<file path="config.mk">
export PLATFORM = sky130hd
export DESIGN_NAME = i2c_bus_interface
export DESIGN_NICKNAME = d
export VERILOG_FILES = /design/src/shared/i2c_bus_pkg.sv /design/src/hdl/i2c_bus_interface.sv
export SDC_FILE = /design/constraint.sdc
export NUM_CORES = 1
export LEC_CHECK = 0
export ABC_AREA = 1
export BUFFER_PORTS_ARGS = -buffer_cell sky130_fd_sc_hd__buf_2
export CORE_MARGIN = 8
export CORE_UTILIZATION = 50
export CTS_CLUSTER_SIZE = 12
export DETAILED_ROUTE_END_ITERATION = 10
export GPL_TIMING_DRIVEN = 0
export PLACE_DENSITY = 0.72
export SLEW_MARGIN = 40
export SYNTH_ARGS = -nofsm -noshare
export SYNTH_HDL_FRONTEND = slang
export SYNTH_SLANG_ARGS = --single-unit
export TNS_END_PERCENT = 50
</file>
<file path="constraint.sdc">
create_clock -name core_clk -period 4 [get_ports core_clk]
set_input_delay 0 -clock core_clk [delete_from_list [all_inputs] [get_ports core_clk]]
set_output_delay 0 -clock core_clk [all_outputs]
set_load 0.02 [all_outputs]
</file>
<file path="src/shared/i2c_bus_pkg.sv">
// Shared constants, register map and state codes of the two-wire bus interface.
package i2c_bus_pkg;

	localparam int AXI_ADDR_W = 12;
	localparam int AXI_DATA_W = 32;

	// Register indices; the byte address is four times the index.
	localparam logic [9:0] IDX_CONFIG = 10'h03F;
	localparam logic [9:0] IDX_OWN_ADDR = 10'h040;
	localparam logic [9:0] IDX_DIVIDER = 10'h041;
	localparam logic [9:0] IDX_CONTROL = 10'h042;
	localparam logic [9:0] IDX_STATUS = 10'h043;
	localparam logic [9:0] IDX_DATA = 10'h044;

	localparam logic [1:0] RESP_OKAY = 2'h0;
	localparam logic [1:0] RESP_SLVERR = 2'h2;

	localparam int CFG_PIN_SEL = 6;
	localparam int CTL_EN = 7;
	localparam int CTL_MASTER = 5;
	localparam int CTL_TX = 4;
	localparam int CTL_TXAK = 3;
	localparam int CTL_RESTART = 2;
	localparam logic [7:0] CTL_MASK = 8'hBC;
	localparam int STS_ARB = 4;
	localparam int STS_EVT = 1;

	localparam logic [7:0] DIVIDER_RESET = 8'h00;
	localparam logic [7:0] CONTROL_RESET = 8'h00;
	localparam logic [6:0] OWN_ADDR_RESET = 7'h00;
	localparam logic DONE_RESET = 1'b1;
	localparam logic RXAK_RESET = 1'b1;

	localparam logic [3:0] LAST_DATA_BIT = 4'h7;
	localparam logic [3:0] ACK_SLOT = 4'h8;

	localparam int CNT_W = 13;
	localparam logic [CNT_W-1:0] DIV_BASE [8] = '{13'd22, 13'd24, 13'd28, 13'd34,
		13'd44, 13'd48, 13'd56, 13'd68};

	typedef enum logic [7:0] {
		M_IDLE = 8'h01,
		M_START = 8'h02,
		M_HOLD = 8'h04,
		M_LOW = 8'h08,
		M_WAITH = 8'h10,
		M_HIGH = 8'h20,
		M_SETUP = 8'h40,
		M_RISE = 8'h80
	} master_state_e;

	// Each group of eight codes multiplies the base divisor by four.
	function automatic logic [CNT_W-1:0] bit_divisor(input logic [4:0] code);
		bit_divisor = DIV_BASE[code[2:0]] << {code[4:3], 1'b0};
	endfunction

endpackage

</file>
<file path="src/hdl/i2c_bus_interface.sv">
// Two-wire multi-master bus interface with an AXI4-Lite register slave.
//
// Register access over AXI4-Lite was chosen for this implementation.
`timescale 1ns/1ps
// Operation
// - Data changes only while clock low (slave transmitter sets first bit as it releases clock)
// - Eight data bits, MSB first, one pulse each
// - Receiver pulls data low on ninth pulse
// - Slave no-ack: master stops or restarts
// - Master no-ack: slave transmitter releases data
// - STOP is data rising with clock high
// - Master can issue repeated START
// - Clock low longest, high shortest
// - Lose arbitration sending one, reading zero
// - On loss become slave receiver, release lines
// - Loss makes no STOP, sets lost flag
// - Clock fall starts own low count
// - Wait for clock high before high count
// - High count starts when line seen high
// - Slave may stretch clock after byte
// - Pin select picks port D or E pair
// - Port E analog channels blocked when used
// - Configuration read from latches loaded at reset
// - Configuration writable only in special mode
// - Own address in bits 7:1, bit 0 zero
// - Bit clock divisor from five-bit code
// - Divider upper bits zero, resets to zero
// - START is data falling with clock high
// - First byte is address plus direction
module i2c_bus_interface #(
	parameter logic [7:0] CONFIG_NV_DEFAULT = 8'h00
) (
	input wire logic core_clk,
	input wire logic rst,
	input wire logic por,
	input wire logic special_mode_flag,
	input wire logic [i2c_bus_pkg::AXI_ADDR_W-1:0] s_axi_awaddr,
	input wire logic s_axi_awvalid,
	output logic s_axi_awready,
	input wire logic [i2c_bus_pkg::AXI_DATA_W-1:0] s_axi_wdata,
	input wire logic [3:0] s_axi_wstrb,
	input wire logic s_axi_wvalid,
	output logic s_axi_wready,
	output logic [1:0] s_axi_bresp,
	output logic s_axi_bvalid,
	input wire logic s_axi_bready,
	input wire logic [i2c_bus_pkg::AXI_ADDR_W-1:0] s_axi_araddr,
	input wire logic s_axi_arvalid,
	output logic s_axi_arready,
	output logic [i2c_bus_pkg::AXI_DATA_W-1:0] s_axi_rdata,
	output logic [1:0] s_axi_rresp,
	output logic s_axi_rvalid,
	input wire logic s_axi_rready,
	input wire logic pd4_in,
	output logic pd4_out,
	output logic pd4_oe_n,
	input wire logic pd3_in,
	output logic pd3_out,
	output logic pd3_oe_n,
	input wire logic pe7_in,
	output logic pe7_out,
	output logic pe7_oe_n,
	input wire logic pe6_in,
	output logic pe6_out,
	output logic pe6_oe_n,
	output logic spi_disable,
	output logic adc_e76_blocked
);
	import i2c_bus_pkg::*;

	function automatic logic map_hit(input logic [AXI_ADDR_W-1:0] a);
		logic [9:0] i;
		i = a[AXI_ADDR_W-1:2];
		map_hit = (a[1:0] == 2'h0) && (i == IDX_CONFIG || i == IDX_OWN_ADDR ||
			i == IDX_DIVIDER || i == IDX_CONTROL || i == IDX_STATUS || i == IDX_DATA);
	endfunction

	////////////////////////////////////////////////////////////////////////////////
	// Register bus slave.

	logic aw_got_r, w_got_r, aw_hit_r, w_en_r, bvalid_r, rvalid_r;
	logic [9:0] aw_idx_r;
	logic [7:0] w_val_r, rdata_r;
	logic [1:0] bresp_r, rresp_r;
	logic [7:0] cfg_r, nv_r, ctl_r, data_r, shift_r;
	logic [4:0] div_r;
	logic [6:0] own_r;
	logic done_r, aas_r, busy_r, arb_r, srw_r, evt_r, rxak_r;

	wire aw_fire = s_axi_awvalid & s_axi_awready;
	wire w_fire = s_axi_wvalid & s_axi_wready;
	wire wr_fire = aw_got_r & w_got_r & ~bvalid_r;
	wire wr_go = wr_fire & aw_hit_r & w_en_r;
	wire ar_fire = s_axi_arvalid & s_axi_arready;
	wire [9:0] ar_idx = s_axi_araddr[AXI_ADDR_W-1:2];
	wire ar_hit = map_hit(s_axi_araddr);
	wire rd_data_go = ar_fire & ar_hit & (ar_idx == IDX_DATA);
	wire [7:0] status_view = {done_r, aas_r, busy_r, arb_r, 1'b0, srw_r, evt_r, rxak_r};
	wire [7:0] rd_byte = !ar_hit ? 8'h00 :
		(ar_idx == IDX_CONFIG) ? cfg_r :
		(ar_idx == IDX_OWN_ADDR) ? {own_r, 1'b0} :
		(ar_idx == IDX_DIVIDER) ? {3'h0, div_r} :
		(ar_idx == IDX_CONTROL) ? ctl_r :
		(ar_idx == IDX_STATUS) ? status_view : data_r;

	assign s_axi_awready = ~aw_got_r & ~bvalid_r;
	assign s_axi_wready = ~w_got_r & ~bvalid_r;
	assign s_axi_bvalid = bvalid_r;
	assign s_axi_bresp = bresp_r;
	assign s_axi_arready = ~rvalid_r;
	assign s_axi_rvalid = rvalid_r;
	assign s_axi_rresp = rresp_r;
	assign s_axi_rdata = {24'h000000, rdata_r};

	always_ff @(posedge core_clk) begin
		if (rst) begin
			aw_got_r <= 1'b0;
			w_got_r <= 1'b0;
			aw_hit_r <= 1'b0;
			w_en_r <= 1'b0;
			aw_idx_r <= 10'h000;
			w_val_r <= 8'h00;
			bvalid_r <= 1'b0;
			bresp_r <= RESP_OKAY;
		end else begin
			if (aw_fire) begin
				aw_got_r <= 1'b1;
				aw_idx_r <= s_axi_awaddr[AXI_ADDR_W-1:2];
				aw_hit_r <= map_hit(s_axi_awaddr);
			end
			if (w_fire) begin
				w_got_r <= 1'b1;
				w_val_r <= s_axi_wdata[7:0];
				w_en_r <= s_axi_wstrb[0];
			end
			if (wr_fire) begin
				aw_got_r <= 1'b0;
				w_got_r <= 1'b0;
				bvalid_r <= 1'b1;
				bresp_r <= aw_hit_r ? RESP_OKAY : RESP_SLVERR;
			end else if (s_axi_bready) begin
				bvalid_r <= 1'b0;
			end
		end
	end

	always_ff @(posedge core_clk) begin
		if (rst) begin
			rvalid_r <= 1'b0;
			rdata_r <= 8'h00;
			rresp_r <= RESP_OKAY;
		end else if (ar_fire) begin
			rvalid_r <= 1'b1;
			rdata_r <= rd_byte;
			rresp_r <= ar_hit ? RESP_OKAY : RESP_SLVERR;
		end else if (s_axi_rready) begin
			rvalid_r <= 1'b0;
		end
	end

	wire wr_cfg = wr_go & (aw_idx_r == IDX_CONFIG);

	// The cells survive rst; only por returns them to their default.
	always_ff @(posedge core_clk) begin
		if (por) begin
			nv_r <= CONFIG_NV_DEFAULT;
		end else if (wr_cfg) begin
			nv_r <= w_val_r;
		end
	end

	// Working latches follow the cells only at reset unless special mode is on.
	always_ff @(posedge core_clk) begin
		if (rst) begin
			cfg_r <= por ? CONFIG_NV_DEFAULT : nv_r;
		end else if (wr_cfg && special_mode_flag) begin
			cfg_r <= w_val_r;
		end
	end

	always_ff @(posedge core_clk) begin
		if (rst) begin
			div_r <= DIVIDER_RESET[4:0];
			own_r <= OWN_ADDR_RESET;
		end else if (wr_go) begin
			if (aw_idx_r == IDX_DIVIDER) begin
				div_r <= w_val_r[4:0];
			end
			if (aw_idx_r == IDX_OWN_ADDR) begin
				own_r <= w_val_r[7:1];
			end
		end
	end

	////////////////////////////////////////////////////////////////////////////////
	// Pin selection and synchronisers.

	logic [3:0] pin_meta_r, pin_sync_r;
	logic scl_prev_r, sda_prev_r, scl_low_r, sda_low_r;
	wire en = ctl_r[CTL_EN];
	wire sel_d = cfg_r[CFG_PIN_SEL];
	wire scl_s = sel_d ? pin_sync_r[3] : pin_sync_r[1];
	wire sda_s = sel_d ? pin_sync_r[2] : pin_sync_r[0];
	wire scl_rise = scl_s & ~scl_prev_r;
	wire scl_fall = ~scl_s & scl_prev_r;
	wire start_det = scl_s & scl_prev_r & sda_prev_r & ~sda_s;
	wire stop_det = scl_s & scl_prev_r & ~sda_prev_r & sda_s;

	assign pd4_out = 1'b0;
	assign pd3_out = 1'b0;
	assign pe7_out = 1'b0;
	assign pe6_out = 1'b0;

	always_ff @(posedge core_clk) begin
		if (rst) begin
			pin_meta_r <= 4'hF;
			pin_sync_r <= 4'hF;
			scl_prev_r <= 1'b1;
			sda_prev_r <= 1'b1;
			pd4_oe_n <= 1'b1;
			pd3_oe_n <= 1'b1;
			pe7_oe_n <= 1'b1;
			pe6_oe_n <= 1'b1;
			spi_disable <= 1'b0;
			adc_e76_blocked <= 1'b0;
		end else begin
			pin_meta_r <= {pd4_in, pd3_in, pe7_in, pe6_in};
			pin_sync_r <= pin_meta_r;
			scl_prev_r <= scl_s;
			sda_prev_r <= sda_s;
			pd4_oe_n <= ~(en & sel_d & scl_low_r);
			pd3_oe_n <= ~(en & sel_d & sda_low_r);
			pe7_oe_n <= ~(en & ~sel_d & scl_low_r);
			pe6_oe_n <= ~(en & ~sel_d & sda_low_r);
			spi_disable <= sel_d;
			adc_e76_blocked <= en & ~sel_d;
		end
	end

	////////////////////////////////////////////////////////////////////////////////
	// Byte engine: master bit timing, arbitration and slave responder.

	master_state_e mst_r, mst_nxt;
	logic [CNT_W-1:0] cnt_r, cnt_nxt;
	logic [3:0] bit_cnt_r, bit_cnt_nxt;
	logic [7:0] ctl_nxt, data_nxt, shift_nxt;
	logic scl_low_nxt, sda_low_nxt, pend_r, pend_nxt, stop_r, stop_nxt, first_r, first_nxt;
	logic slv_on_r, slv_on_nxt, addr_ph_r, addr_ph_nxt, slv_tx_r, slv_tx_nxt;
	logic done_nxt, aas_nxt, busy_nxt, arb_nxt, srw_nxt, evt_nxt, rxak_nxt;

	wire [CNT_W-1:0] half_m1 = (bit_divisor(div_r) >> 1) - 13'd1;
	wire cnt_done = (cnt_r == half_m1);
	wire tx_mode = ctl_r[CTL_TX];
	wire wr_ctl = wr_go & (aw_idx_r == IDX_CONTROL);
	wire wr_sts = wr_go & (aw_idx_r == IDX_STATUS);
	wire wr_dat = wr_go & (aw_idx_r == IDX_DATA);

	always_comb begin
		mst_nxt = mst_r;
		cnt_nxt = cnt_done ? '0 : cnt_r + 13'd1;
		bit_cnt_nxt = bit_cnt_r;
		ctl_nxt = ctl_r;
		data_nxt = data_r;
		shift_nxt = shift_r;
		scl_low_nxt = scl_low_r;
		sda_low_nxt = sda_low_r;
		pend_nxt = pend_r;
		stop_nxt = stop_r;
		first_nxt = first_r;
		slv_on_nxt = slv_on_r;
		addr_ph_nxt = addr_ph_r;
		slv_tx_nxt = slv_tx_r;
		done_nxt = done_r;
		aas_nxt = aas_r;
		arb_nxt = arb_r;
		srw_nxt = srw_r;
		evt_nxt = evt_r;
		rxak_nxt = rxak_r;
		busy_nxt = start_det ? 1'b1 : stop_det ? 1'b0 : busy_r;
		// Software effects come first so that hardware sets below win.
		if (wr_ctl) begin
			ctl_nxt = (w_val_r[CTL_EN] || en) ? (w_val_r & CTL_MASK) : CONTROL_RESET;
			aas_nxt = 1'b0;
		end
		if (wr_sts && !w_val_r[STS_ARB]) begin
			arb_nxt = 1'b0;
		end
		if (wr_sts && !w_val_r[STS_EVT]) begin
			evt_nxt = 1'b0;
		end
		if (wr_dat) begin
			data_nxt = w_val_r;
		end
		if (wr_dat || rd_data_go) begin
			pend_nxt = 1'b1;
		end
		unique case (mst_r)
			M_IDLE: begin
				cnt_nxt = '0;
				if (en && ctl_r[CTL_MASTER] && !busy_r && !slv_on_r) begin
					sda_low_nxt = 1'b1;
					first_nxt = 1'b1;
					mst_nxt = M_START;
				end else if (en && start_det) begin
					slv_on_nxt = 1'b1;
					addr_ph_nxt = 1'b1;
					slv_tx_nxt = 1'b0;
					bit_cnt_nxt = '0;
					sda_low_nxt = 1'b0;
					scl_low_nxt = 1'b0;
				end else if (stop_det) begin
					slv_on_nxt = 1'b0;
					sda_low_nxt = 1'b0;
					scl_low_nxt = 1'b0;
				end else if (slv_on_r && scl_low_r) begin
					if (pend_r) begin
						pend_nxt = 1'b0;
						scl_low_nxt = 1'b0;
						if (slv_tx_r) begin
							shift_nxt = data_r;
							sda_low_nxt = ~data_r[7];
						end
					end
				end else if (slv_on_r) begin
					if (scl_rise && bit_cnt_r < ACK_SLOT) begin
						shift_nxt = {shift_r[6:0], sda_s};
					end
					if (scl_rise && bit_cnt_r == ACK_SLOT && slv_tx_r) begin
						rxak_nxt = sda_s;
						if (sda_s) begin
							slv_on_nxt = 1'b0;
							sda_low_nxt = 1'b0;
							done_nxt = 1'b1;
							evt_nxt = 1'b1;
						end
					end
					if (scl_fall) begin
						if (bit_cnt_r == LAST_DATA_BIT) begin
							bit_cnt_nxt = ACK_SLOT;
							if (addr_ph_r) begin
								if (shift_r[7:1] == own_r) begin
									aas_nxt = 1'b1;
									evt_nxt = 1'b1;
									srw_nxt = shift_r[0];
									sda_low_nxt = 1'b1;
								end else begin
									slv_on_nxt = 1'b0;
								end
							end else begin
								sda_low_nxt = ~slv_tx_r;
							end
						end else if (bit_cnt_r == ACK_SLOT) begin
							bit_cnt_nxt = '0;
							sda_low_nxt = 1'b0;
							scl_low_nxt = 1'b1;
							pend_nxt = 1'b0;
							addr_ph_nxt = 1'b0;
							if (addr_ph_r) begin
								slv_tx_nxt = srw_r;
							end else begin
								done_nxt = 1'b1;
								evt_nxt = 1'b1;
								if (!slv_tx_r) begin
									data_nxt = shift_r;
								end
							end
						end else begin
							bit_cnt_nxt = bit_cnt_r + 4'h1;
							if (slv_tx_r) begin
								sda_low_nxt = ~shift_r[7];
							end
						end
					end
				end
			end
			M_START: begin
				if (cnt_done) begin
					scl_low_nxt = 1'b1;
					mst_nxt = M_HOLD;
				end
			end
			M_HOLD: begin
				cnt_nxt = '0;
				if (!scl_s) begin
					sda_low_nxt = 1'b0;
					if (!ctl_r[CTL_MASTER]) begin
						sda_low_nxt = 1'b1;
						stop_nxt = 1'b1;
						mst_nxt = M_SETUP;
					end else if (ctl_r[CTL_RESTART]) begin
						ctl_nxt[CTL_RESTART] = 1'b0;
						stop_nxt = 1'b0;
						mst_nxt = M_SETUP;
					end else if (pend_r) begin
						pend_nxt = 1'b0;
						done_nxt = 1'b0;
						bit_cnt_nxt = '0;
						if (tx_mode) begin
							shift_nxt = data_r;
						end
						mst_nxt = M_LOW;
					end
				end
			end
			M_LOW: begin
				if (cnt_r == '0) begin
					if (bit_cnt_r < ACK_SLOT) begin
						sda_low_nxt = tx_mode & ~shift_r[7];
					end else begin
						sda_low_nxt = ~tx_mode & ~ctl_r[CTL_TXAK];
					end
				end
				if (cnt_done) begin
					scl_low_nxt = 1'b0;
					mst_nxt = M_WAITH;
				end
			end
			M_WAITH: begin
				cnt_nxt = '0;
				if (scl_s) begin
					mst_nxt = M_HIGH;
					if (bit_cnt_r < ACK_SLOT) begin
						shift_nxt = {shift_r[6:0], sda_s};
						if (tx_mode && !sda_low_r && !sda_s) begin
							mst_nxt = M_IDLE;
							scl_low_nxt = 1'b0;
							sda_low_nxt = 1'b0;
							ctl_nxt[CTL_MASTER] = 1'b0;
							ctl_nxt[CTL_TX] = 1'b0;
							arb_nxt = 1'b1;
							evt_nxt = 1'b1;
							slv_on_nxt = 1'b1;
							addr_ph_nxt = first_r;
							slv_tx_nxt = 1'b0;
						end
					end else if (tx_mode) begin
						rxak_nxt = sda_s;
					end
				end
			end
			M_HIGH: begin
				if (scl_fall || cnt_done) begin
					scl_low_nxt = 1'b1;
					cnt_nxt = '0;
					mst_nxt = M_LOW;
					if (bit_cnt_r == ACK_SLOT) begin
						bit_cnt_nxt = '0;
						done_nxt = 1'b1;
						evt_nxt = 1'b1;
						first_nxt = 1'b0;
						mst_nxt = M_HOLD;
						if (!tx_mode) begin
							data_nxt = shift_r;
						end
					end else begin
						bit_cnt_nxt = bit_cnt_r + 4'h1;
					end
				end
			end
			M_SETUP: begin
				if (cnt_done) begin
					scl_low_nxt = 1'b0;
					mst_nxt = M_RISE;
				end
			end
			M_RISE: begin
				if (!scl_s) begin
					cnt_nxt = '0;
				end else if (cnt_done) begin
					sda_low_nxt = ~stop_r;
					first_nxt = 1'b1;
					mst_nxt = stop_r ? M_IDLE : M_START;
				end
			end
		endcase
		if (!en) begin
			mst_nxt = M_IDLE;
			bit_cnt_nxt = '0;
			scl_low_nxt = 1'b0;
			sda_low_nxt = 1'b0;
			pend_nxt = 1'b0;
			slv_on_nxt = 1'b0;
			busy_nxt = 1'b0;
			aas_nxt = 1'b0;
		end
	end

	always_ff @(posedge core_clk) begin
		if (rst) begin
			mst_r <= M_IDLE;
			cnt_r <= '0;
			bit_cnt_r <= '0;
			ctl_r <= CONTROL_RESET;
			data_r <= 8'h00;
			shift_r <= 8'h00;
			scl_low_r <= 1'b0;
			sda_low_r <= 1'b0;
			{pend_r, stop_r, first_r, slv_on_r, addr_ph_r, slv_tx_r} <= 6'h00;
			{done_r, aas_r, busy_r, arb_r} <= {DONE_RESET, 3'h0};
			{srw_r, evt_r, rxak_r} <= {2'h0, RXAK_RESET};
		end else begin
			mst_r <= mst_nxt;
			cnt_r <= cnt_nxt;
			bit_cnt_r <= bit_cnt_nxt;
			ctl_r <= ctl_nxt;
			data_r <= data_nxt;
			shift_r <= shift_nxt;
			scl_low_r <= scl_low_nxt;
			sda_low_r <= sda_low_nxt;
			{pend_r, stop_r, first_r} <= {pend_nxt, stop_nxt, first_nxt};
			{slv_on_r, addr_ph_r, slv_tx_r} <= {slv_on_nxt, addr_ph_nxt, slv_tx_nxt};
			{done_r, aas_r, busy_r, arb_r} <= {done_nxt, aas_nxt, busy_nxt, arb_nxt};
			{srw_r, evt_r, rxak_r} <= {srw_nxt, evt_nxt, rxak_nxt};
		end
	end

endmodule

</file>
==> results of run 1 <==
==> flip-flops by register name (all words and copies together), names as in the netlist, 4 cells and up <==
name,cells
mst_r,8
shift_r,8
ctl_r,5
pin_meta_r,4
bit_cnt_r,4
data_r,8
own_r,7
w_val_r,8
div_r,5
cfg_r,8
pin_sync_r,4
cnt_r,13
rdata_r,8
aw_idx_r,10
nv_r,8
==> cell type report <==
class	count	area share
inverter	172	0.06522
sequential	139	0.2886
timing repair buffer	93	0.06106
multi-input combinational	892	0.4615
buffer	64	0.03785
clock buffer	19	0.04466
tap	220	0.02775
clock inverter	13	0.01337
==> metal layers <==
layer,up-vias,wire [um],share of wire
li1,4343,-,-
met4,0,790,0.030
met1,4075,11280,0.43
met3,67,2404,0.091
met5,-,0,0
met2,400,11990,0.45
==> cell usage after synthesis (all sizes together) (2+ instances only) <==
cell | number | area share
a21oi | 102 | 0.061
nor3 | 27 | 0.017
nor2 | 164 | 0.079
nand3 | 76 | 0.051
or2 | 13 | 0.0098
clkbuf | 24 | 0.011
xor2 | 23 | 0.024
nand3b | 2 | 0.0018
nand2 | 229 | 0.11
buf | 40 | 0.034
a22oi | 5 | 0.0045
o21ai | 98 | 0.059
ha | 8 | 0.012
dfxtp | 131 | 0.31
o2111ai | 4 | 0.0042
o22ai | 10 | 0.0075
a211oi | 16 | 0.014
and2 | 3 | 0.0023
nor4 | 18 | 0.019
a31oi | 5 | 0.0038
o221ai | 2 | 0.0029
xnor2 | 3 | 0.0032
edfxtp | 8 | 0.029
o21a | 3 | 0.0027
inv | 168 | 0.076
o21bai | 3 | 0.0027
clkinv | 4 | 0.0019
nand4 | 27 | 0.020
o211ai | 14 | 0.013
==> what timing repair did <==
action,CTS,global route
hold buffers,28,0
buffers inserted,0,0
hold endpoints to repair,26,0
endpoints found under the setup margin,0,0
==> critical path: stages, from the launching register on <==
cell and delay [ps]:
dfxtp_1 360, inv_1 90, ha_1 340, nor2_2 180, nand2_1 90, nor2_1 180
inv_1 100, ha_1 250, xor2_1 180, xor2_1 140, nor2_1 90, nand2_1 110
nor2_2 160, nand2_4 120, nand3_2 170, inv_1 100, o221ai_2 260, buf_4 250
nor2_1 60
==> metrics by stage <==
step	power [uW]	std cells	utilization	worst slack [ps]	hold WS, ps
floorplan	1647	1267	-	1227	103.8
global placement	1729	1552	0.5495	688.5	183.0
detailed placement	1735	1552	0.5502	653.2	186.6
CTS	3301	1612	0.6022	636.3	5.823
global route	3409	1612	0.6024	385.9	50.15
finish	3307	1612	0.6024	632.5	13.99
==> report_power, final <==
group          switching (uW)  internal (uW)  total, uW
Combinational             178           99.2        277
Sequential               21.5           1430       1450
Clock                     686            890       1580
==> final timing paths <==
| path | cells after the start | to | slack, ps | start |
|---|---|---|---|---|
| max | 18 | cnt_r[8] | 630 | div_r[0] |
| min | 2 | nv_r[2] | 10 | por |
| max reg2reg | 18 | cnt_r[8] | 630 | div_r[0] |
| min reg2reg | 1 | pin_sync_r[2] | 410 | pin_meta_r[2] |
==> logic make-up (layout without fill, tap and decap cells) <==
kind of cell	Yosys count	in the layout	synth area share
AO/OA/AOI/OAI	267	267	0.1809
buffers and inverters	236	361	0.1226
adder cells (fa/ha/maj)	8	8	0.01200
AND/OR/NAND/NOR	560	560	0.3122
flip-flops	139	139	0.3433
other	1	30	0.0004497
XOR/XNOR	26	26	0.02731
multiplexers	1	1	0.001200
==> results.cfg, run 1 <==
[drt]
drtPass1Iterations = 6
wl_mm = 26.46
routedWlPerCell_um = 16.42
via_count = 8885
drt_iter0_markers = 775
drc_errors = 0
ant_nets = 0
viasPerCell = 5.512

[power]
p_leak_uw = 0.004386
power.density_nw_per_um2 = 333.5
irDropWorstVdd_mv = 0.3246

[clock_tree]
cts_tree = built
cts_root_buf = clkbuf_16
cts_resized = 0
numCtsBuffers = 17
clock_latency_ps = 430
clock-sinks = 139
cts.reportedPaths.clkPinSlew_ps = 70
cts_buffer_depth = 2
htreeDepth = 4

[yosys]
async_reset_ff_frac = 0
syn_avg_cell_area_um2 = 6.736
syn_area_um2 = 8339
ys_warn_count = 0
synth_cell_types = 53
synthesis.instances = 1238
ys.flop_type = dfxtp_1
ys_seq_area_frac = 0.3433
synth-edff-count = 8
ys_ff_latch = 139

[global_route]
grt_pass1_wl_mm = 43.61
antenna_found_initial = 0
grt_util_met1 = 0.3154
grt_start_max_net_pins = 17
grt_overflow_total = 0
grt_usage = 0.2514
grt_pass1_vias = 8545
use_met2 = 0.4063
top_usage_layer = met2
grtUsageMet3 = 0.06468

[floorplan]
core_area_um2 = 16470
die_width_um = 145.1
row_count = 47
die_area_um2 = 21070
ios = 124
die_h_um = 145.1
initial_core_util = 0.5065

[finish]
final_common_cell = nand2_1
final_area_um2 = 9918
diodes = 0
layout-area-overhead-vs-synth_pct = 18.93
final_cell_mix = 211 x nand2_1, 154 x inv_1, 153 x nor2_1, 131 x dfxtp_1, 102 x a21oi_1
multi_input_area_um2 = 4577
fillCellCount = 1545
regArea_um2 = 2863
nets = 1460
drive_gt1_frac = 0.1516

[timing]
slew_headroom = 0.4494
period_needed_ps = 3367
timing.final.crit_share = 0.8419
setup_tns_ps = 0
slew_violations = 0
max_freq_mhz = 297.0
setup_viol = 0
rsz0062_at_grt = false
final-hold-violation-count = 0
fin_skew_ps = 10.11
worst_slew_pin_slew_ps = 819.0

[place]
hpwl_mm = 19.85
io_buffers = 65
placed_area_um2 = 9060
gp_congestion = 0.9769

[worst_setup_path]
worst_setup_path_start_kind = register
path_max_fanout = 10
crit_type = reg -> reg
arrival_ps = 3690
required_ps = 4320
cp-end-kind = register

[run_status]
status = finished, final reports clean

[job]
drv_cap = 0

[min_path]
hold_path.class = in -> reg
(Power assumes the default switching activity.)
==> run 2: changes to the inputs <==
- ABC_AREA: 1 -> 0
- PLACE_DENSITY: 0.72 -> 0.75
- clock period: 4 -> 2.98 ns (I/O delays scaled with it)
==> results.cfg, run 2 <==
[run_status]
status = finished with violations
failed_checks = setup timing

[floorplan]
initial_core_util = 0.5083
row_count = 46
die_width_um = 142.6
die_area_um2 = 20340
ios = 124
die_h_um = 142.6
core_area_um2 = 15770

[drt]
drt_iter0_markers = 823
drtPass1Iterations = 6
via_count = 7915
routedWlPerCell_um = 17.49
viasPerCell = 5.731
ant_nets = 0
drc_errors = 0
wl_mm = 24.15

[yosys]
ys_ff_latch = 139
synthTopCellsByCount = 131 x dfxtp_1, 116 x nor2_1, 105 x nand2_1, 65 x a21oi_1, 53 x mux2i_1
yosysMostFrequentCell = dfxtp_1
yosysTopAreaCell = dfxtp_1
synthesis.instances = 982
ys_top_cells_by_area = dfxtp_1 33%, mux2i_1 6.6%, nor2_1 5.4%
syn_avg_cell_area_um2 = 8.163
syn_area_um2 = 8016
ys_warn_count = 0
synth-edff-count = 8
synth_cell_types = 83
ys_seq_area_frac = 0.3571
ys.flop_type = dfxtp_1
async_reset_ff_frac = 0
synth_top_area_share = 0.3271

[min_path]
whs_path_depth = 3
min-delay-start = por
hold_path.class = in -> reg
hold_end = cfg_r[7]

[clock_tree]
htreeDepth = 4
numCtsBuffers = 17
clock_latency_ps = 430
cts_root_buf = clkbuf_16
cts.reportedPaths.clkPinSlew_ps = 60
cts_buffer_depth = 2
clock-sinks = 139
cts_tree = built

[worst_setup_path]
reg2regPathDepth = 10
reg2reg_from = div_r[0]
crit_family = simple AND/OR/NAND/NOR gates
required_ps = 3330
crit_chain = inv_4, ha_4, or4_4, a21oi_2, o41ai_2, or4b_4, o22ai_4, a31oi_4, or4_1, a21oi_1
arrival_ps = 3540
worst_setup_path_start_kind = register
worst_path_max_delay_cell = or4b_4
crit_type = reg -> reg
r2r_slack_ps = -200
cp-end-kind = register
cpPeakStageDelay_ps = 560
r2r-end = bit_cnt_r[3]
crit_buf_inv = 1
path_max_fanout = 5

[global_route]
grt_pass1_wl_mm = 38.21
grt_overflow_total = 0
grt_start_max_net_pins = 17
antenna_found_initial = 0
grt_usage = 0.2368
grt_pass1_vias = 7446

[finish]
drive_gt1_frac = 0.2189
final_area_um2 = 10260
final-instance-count-excl-fill = 1381
largest_registers = cnt_r: 13 flops, aw_idx_r: 10 flops
final_common_cell = dfxtp_1
nets = 1234
layout-area-overhead-vs-synth_pct = 27.95
largest_reg_flops = 13
diodes = 0
regMostFlops = cnt_r
final_cell_mix = 128 x dfxtp_1, 106 x nor2_1, 103 x nand2_1, 71 x buf_2, 60 x a21oi_1

[timing]
setup_viol = 34
period_needed_ps = 3185
slew_violations = 0
fin_skew_ps = 10.59
worst_slew_pin_slew_ps = 846.8
max_freq_mhz = 314.0
timing.final.crit_share = 1.069
final-hold-violation-count = 0
rsz0062_at_grt = true
hold_slack_ps = 60.50
setup_ws_ps = -204.8
slew_headroom = 0.4311

[place]
placed_cells = 1294
placed_area_um2 = 8853
io_buffers = 66
hpwl_mm = 16.96
pre_cts_ws_ps = -633.9
gp_congestion = 0.9746

[power]
p_leak_uw = 0.003999
power.density_nw_per_um2 = 426.6
irDropWorstVdd_mv = 0.4438

[job]
drv_cap = 0
[run 2: area by class of cell]
type                            instances  area (um^2)
Sequential cell                       139         2869
Fill cell                            1326         5513
Clock inverter                          9        85.08
Clock buffer                           22        505.5
Buffer                                 83        494.2
Inverter                               26        100.1
Multi-Input combinational cell        761         5044
Tap cell                              216        270.3
Timing Repair Buffer                  125        889.6
[run 2: power breakdown]
group	leakage [uW]	internal (uW)	switching [uW]	total, uW
registers	0.00115	1910	31.8	1940
clock network	0.000286	1280	831	2110
logic	0.00257	133	189	321
total	0.00400	3320	1050	4380
[run 2: cell families after synthesis]
logic type | share of synthesized area
other | 0.0004678
xor gates and xnor gates | 0.03886
buffers and inverters | 0.06961
adders and majority gates | 0.01249
DFF | 0.3571
AOI/OAI and AO/OA | 0.1817
muxes | 0.07461
and+or+nand+nor | 0.2652
[run 2: timing repair]
action | 4_1_cts | 5_1_grt
buffers inserted | 16 | 9
hold buffers | 34 | 0
cloned | 1 | 0
resized for setup | 21 | 50
endpoints found under the setup margin | 46 | 55
pin swaps | 21 | 16
endpoints found under the hold margin | 34 | 0
[run 2: per-layer routing]
| layer | track usage | part of all wire | up-vias |
|---|---|---|---|
| li1 | - | - | 3811 |
| met1 | 0.3063 | 0.43 | 3709 |
| met2 | 0.3758 | 0.47 | 353 |
| met3 | 0.06077 | 0.090 | 42 |
| met4 | 0.07998 | 0.018 | 0 |
| met5 | 0 | 0 | - |
[run 2: worst max path at each step]
stage,startpoint,endpoint,depth (start not counted)
2_1_floorplan,div_r[1],bit_cnt_r[3],14
3_3_place_gp,div_r[0],data_r[6],14
3_5_place_dp,div_r[1],mst_r[5],14
4_1_cts,div_r[0],bit_cnt_r[3],13
5_1_grt,div_r[0],bit_cnt_r[3],11
6_report,div_r[0],bit_cnt_r[3],10
[run 2: worst register-to-register path: stages (launching register included)]
cell and delay [ps]:
dfxtp_4 360, inv_4 40, ha_4 250, or4_4 510
a21oi_2 180, o41ai_2 100, or4b_4 560, o22ai_4 260
a31oi_4 180, or4_1 530, a21oi_1 120
[run 2: metrics by stage]
step                  util  setup TNS, ps  total power [uW]
finish              0.6504          -3273              4376
global route        0.6504          -6525              4510
CTS                 0.6336          -5911              4374
detailed placement  0.5614         -18250              2261
global placement    0.5581         -17640              2256
floorplan                -          -2841              2163
==> run 3: changes to the inputs <==
- BUFFER_PORTS_ARGS: -buffer_cell sky130_fd_sc_hd__buf_2 -> default
- DONT_BUFFER_PORTS: default -> 1
- PLACE_DENSITY: 0.75 -> 0.69
- SKIP_LAST_GASP: default -> 1
==> results.cfg, run 3 (synthesis results as in run 2) <==
[clock_tree]
clock-sinks = 139
cts_buffer_depth = 2
cts_tree = built
numCtsBuffers = 17
cts_root_buf = clkbuf_16
clock_latency_ps = 430
cts.reportedPaths.clkPinSlew_ps = 60
htreeDepth = 4

[timing]
setup_ws_ps = -294.7
max_freq_mhz = 305.4
fin_skew_ps = 6.336
worst_slew_pin_slew_ps = 782.7
timing.final.crit_share = 1.099
rsz0062_at_grt = true
setup_viol = 37
slew_headroom = 0.4742
final-hold-violation-count = 0
setup_tns_ps = -5425
period_needed_ps = 3275
hold_slack_ps = 24.70
slew_violations = 0

[drt]
viasPerCell = 5.821
drtPass1Iterations = 5
drt_iter0_markers = 642
via_count = 7783
ant_nets = 0
drc_errors = 0
wl_mm = 24.55
routedWlPerCell_um = 18.36

[worst_setup_path]
cpPeakStageDelay_ps = 570
worst_setup_path_start_kind = register
path_max_fanout = 7
worst_path_max_delay_cell = or4_4
cp-end-kind = register
required_ps = 3340
crit_chain = buf_4, ha_2, buf_6, or4_4, a21oi_2, o41ai_2, or4b_4, o22ai_4, a31oi_4, or4_4, a21oi_2
arrival_ps = 3630
crit_type = reg -> reg

[global_route]
antenna_found_initial = 0
grt_usage = 0.2380
grt_start_max_net_pins = 17
grt_pass1_wl_mm = 38.26
grt_pass1_vias = 7315
grt_overflow_total = 0

[floorplan]
die_area_um2 = 20340
ios = 124
core_area_um2 = 15770
row_count = 46
die_width_um = 142.6
initial_core_util = 0.5083
die_h_um = 142.6

[finish]
final_common_cell = dfxtp_1
nets = 1189
largest_registers = cnt_r: 13 flops, aw_idx_r: 10 flops
regMostFlops = cnt_r
diodes = 0
fillCellCount = 1330
largest_reg_flops = 13
drive_gt1_frac = 0.1748
final_area_um2 = 10150
final_cell_mix = 129 x dfxtp_1, 113 x nor2_1, 103 x nand2_1, 66 x buf_4, 60 x a21oi_1
layout-area-overhead-vs-synth_pct = 26.63

[run_status]
failed_checks = setup timing
status = finished with violations

[place]
gp_congestion = 0.9890
pre_cts_ws_ps = -643.4
hpwl_mm = 16.89
io_buffers = 0
placed_area_um2 = 8518

[job]
drv_cap = 0

[min_path]
hold_path.class = in -> reg

[power]
p_leak_uw = 0.003873
power.total_uw = 4486
irDropWorstVdd_mv = 0.4907
power.density_nw_per_um2 = 442.0
## run 3: cell types whose count changed in the layout (fill, tap and decap cells not counted), sizes merged
cell | previous run | this run
bufinv | 1 | 4
clkbuf | 59 | 63
buf | 136 | 77
dlygate4sd3 | 34 | 43
clkdlybuf4s15 | 1 | 0
clkdlybuf4s18 | 0 | 1
inv | 27 | 26
## run 3: where the power goes
part           internal (uW)  switching [uW]
Sequential              1910            39.2
Combinational            116             170
Clock                   1420             828
Total                   3450            1040
## run 3: timing repair
action | in CTS | in global routing
resized for setup | 36 | 29
setup buffers | 23 | 13
hold buffers | 43 | 0
hold endpoints to repair | 53 | 0
endpoints found under the setup margin | 46 | 63
pin swaps | 23 | 16
gates cloned | 1 | 0
## run 3: worst max-delay path: cells and delay by family (launching register included)
kind / cells / cell delay [ps]
and+or+nand+nor: 3 / 1620
adders and majority gates: 1 / 160
AOI/OAI and AO/OA: 5 / 840
DFF: 1 / 330
buffers and inverters: 2 / 260
## run 3: final cells by class
cell class,instances,area (um^2),share of cell area
Sequential cell,139,2868,0.2825
Tap cell,216,270.3,0.02662
Clock buffer,21,450.4,0.04437
Clock inverter,11,170.2,0.01676
Timing Repair Buffer,80,743.2,0.07322
Buffer,83,505.5,0.04980
Inverter,26,100.1,0.009861
Multi-Input combinational cell,761,5044,0.4969
## run 3: stage by stage
step / utilization / cells
4_1_cts: 0.6302 / 1325
3_5_place_dp: 0.5401 / 1228
5_1_grt: 0.6437 / 1337
6_report: 0.6437 / 1337
3_3_place_gp: 0.5371 / 1227
2_1_floorplan: - / 1011
## run 3: layer usage
| metal | track usage | share of wire | vias to the layer above |
|---|---|---|---|
| li1 | - | - | 3719 |
| met1 | 0.3092 | 0.44 | 3629 |
| met2 | 0.3717 | 0.45 | 377 |
| met3 | 0.05676 | 0.085 | 58 |
| met4 | 0.09732 | 0.027 | 0 |
| met5 | 0 | 0 | - |
## run 3: worst paths after layout
check	slack, ps	end	start	cells after the start
hold reg to reg	410	pin_sync_r[3]	pin_meta_r[3]	1
setup / recovery	-290	bit_cnt_r[3]	div_r[1]	11
hold / removal	20	cfg_r[6]	special_mode_flag	2
setup reg to reg	-290	bit_cnt_r[3]	div_r[1]	11
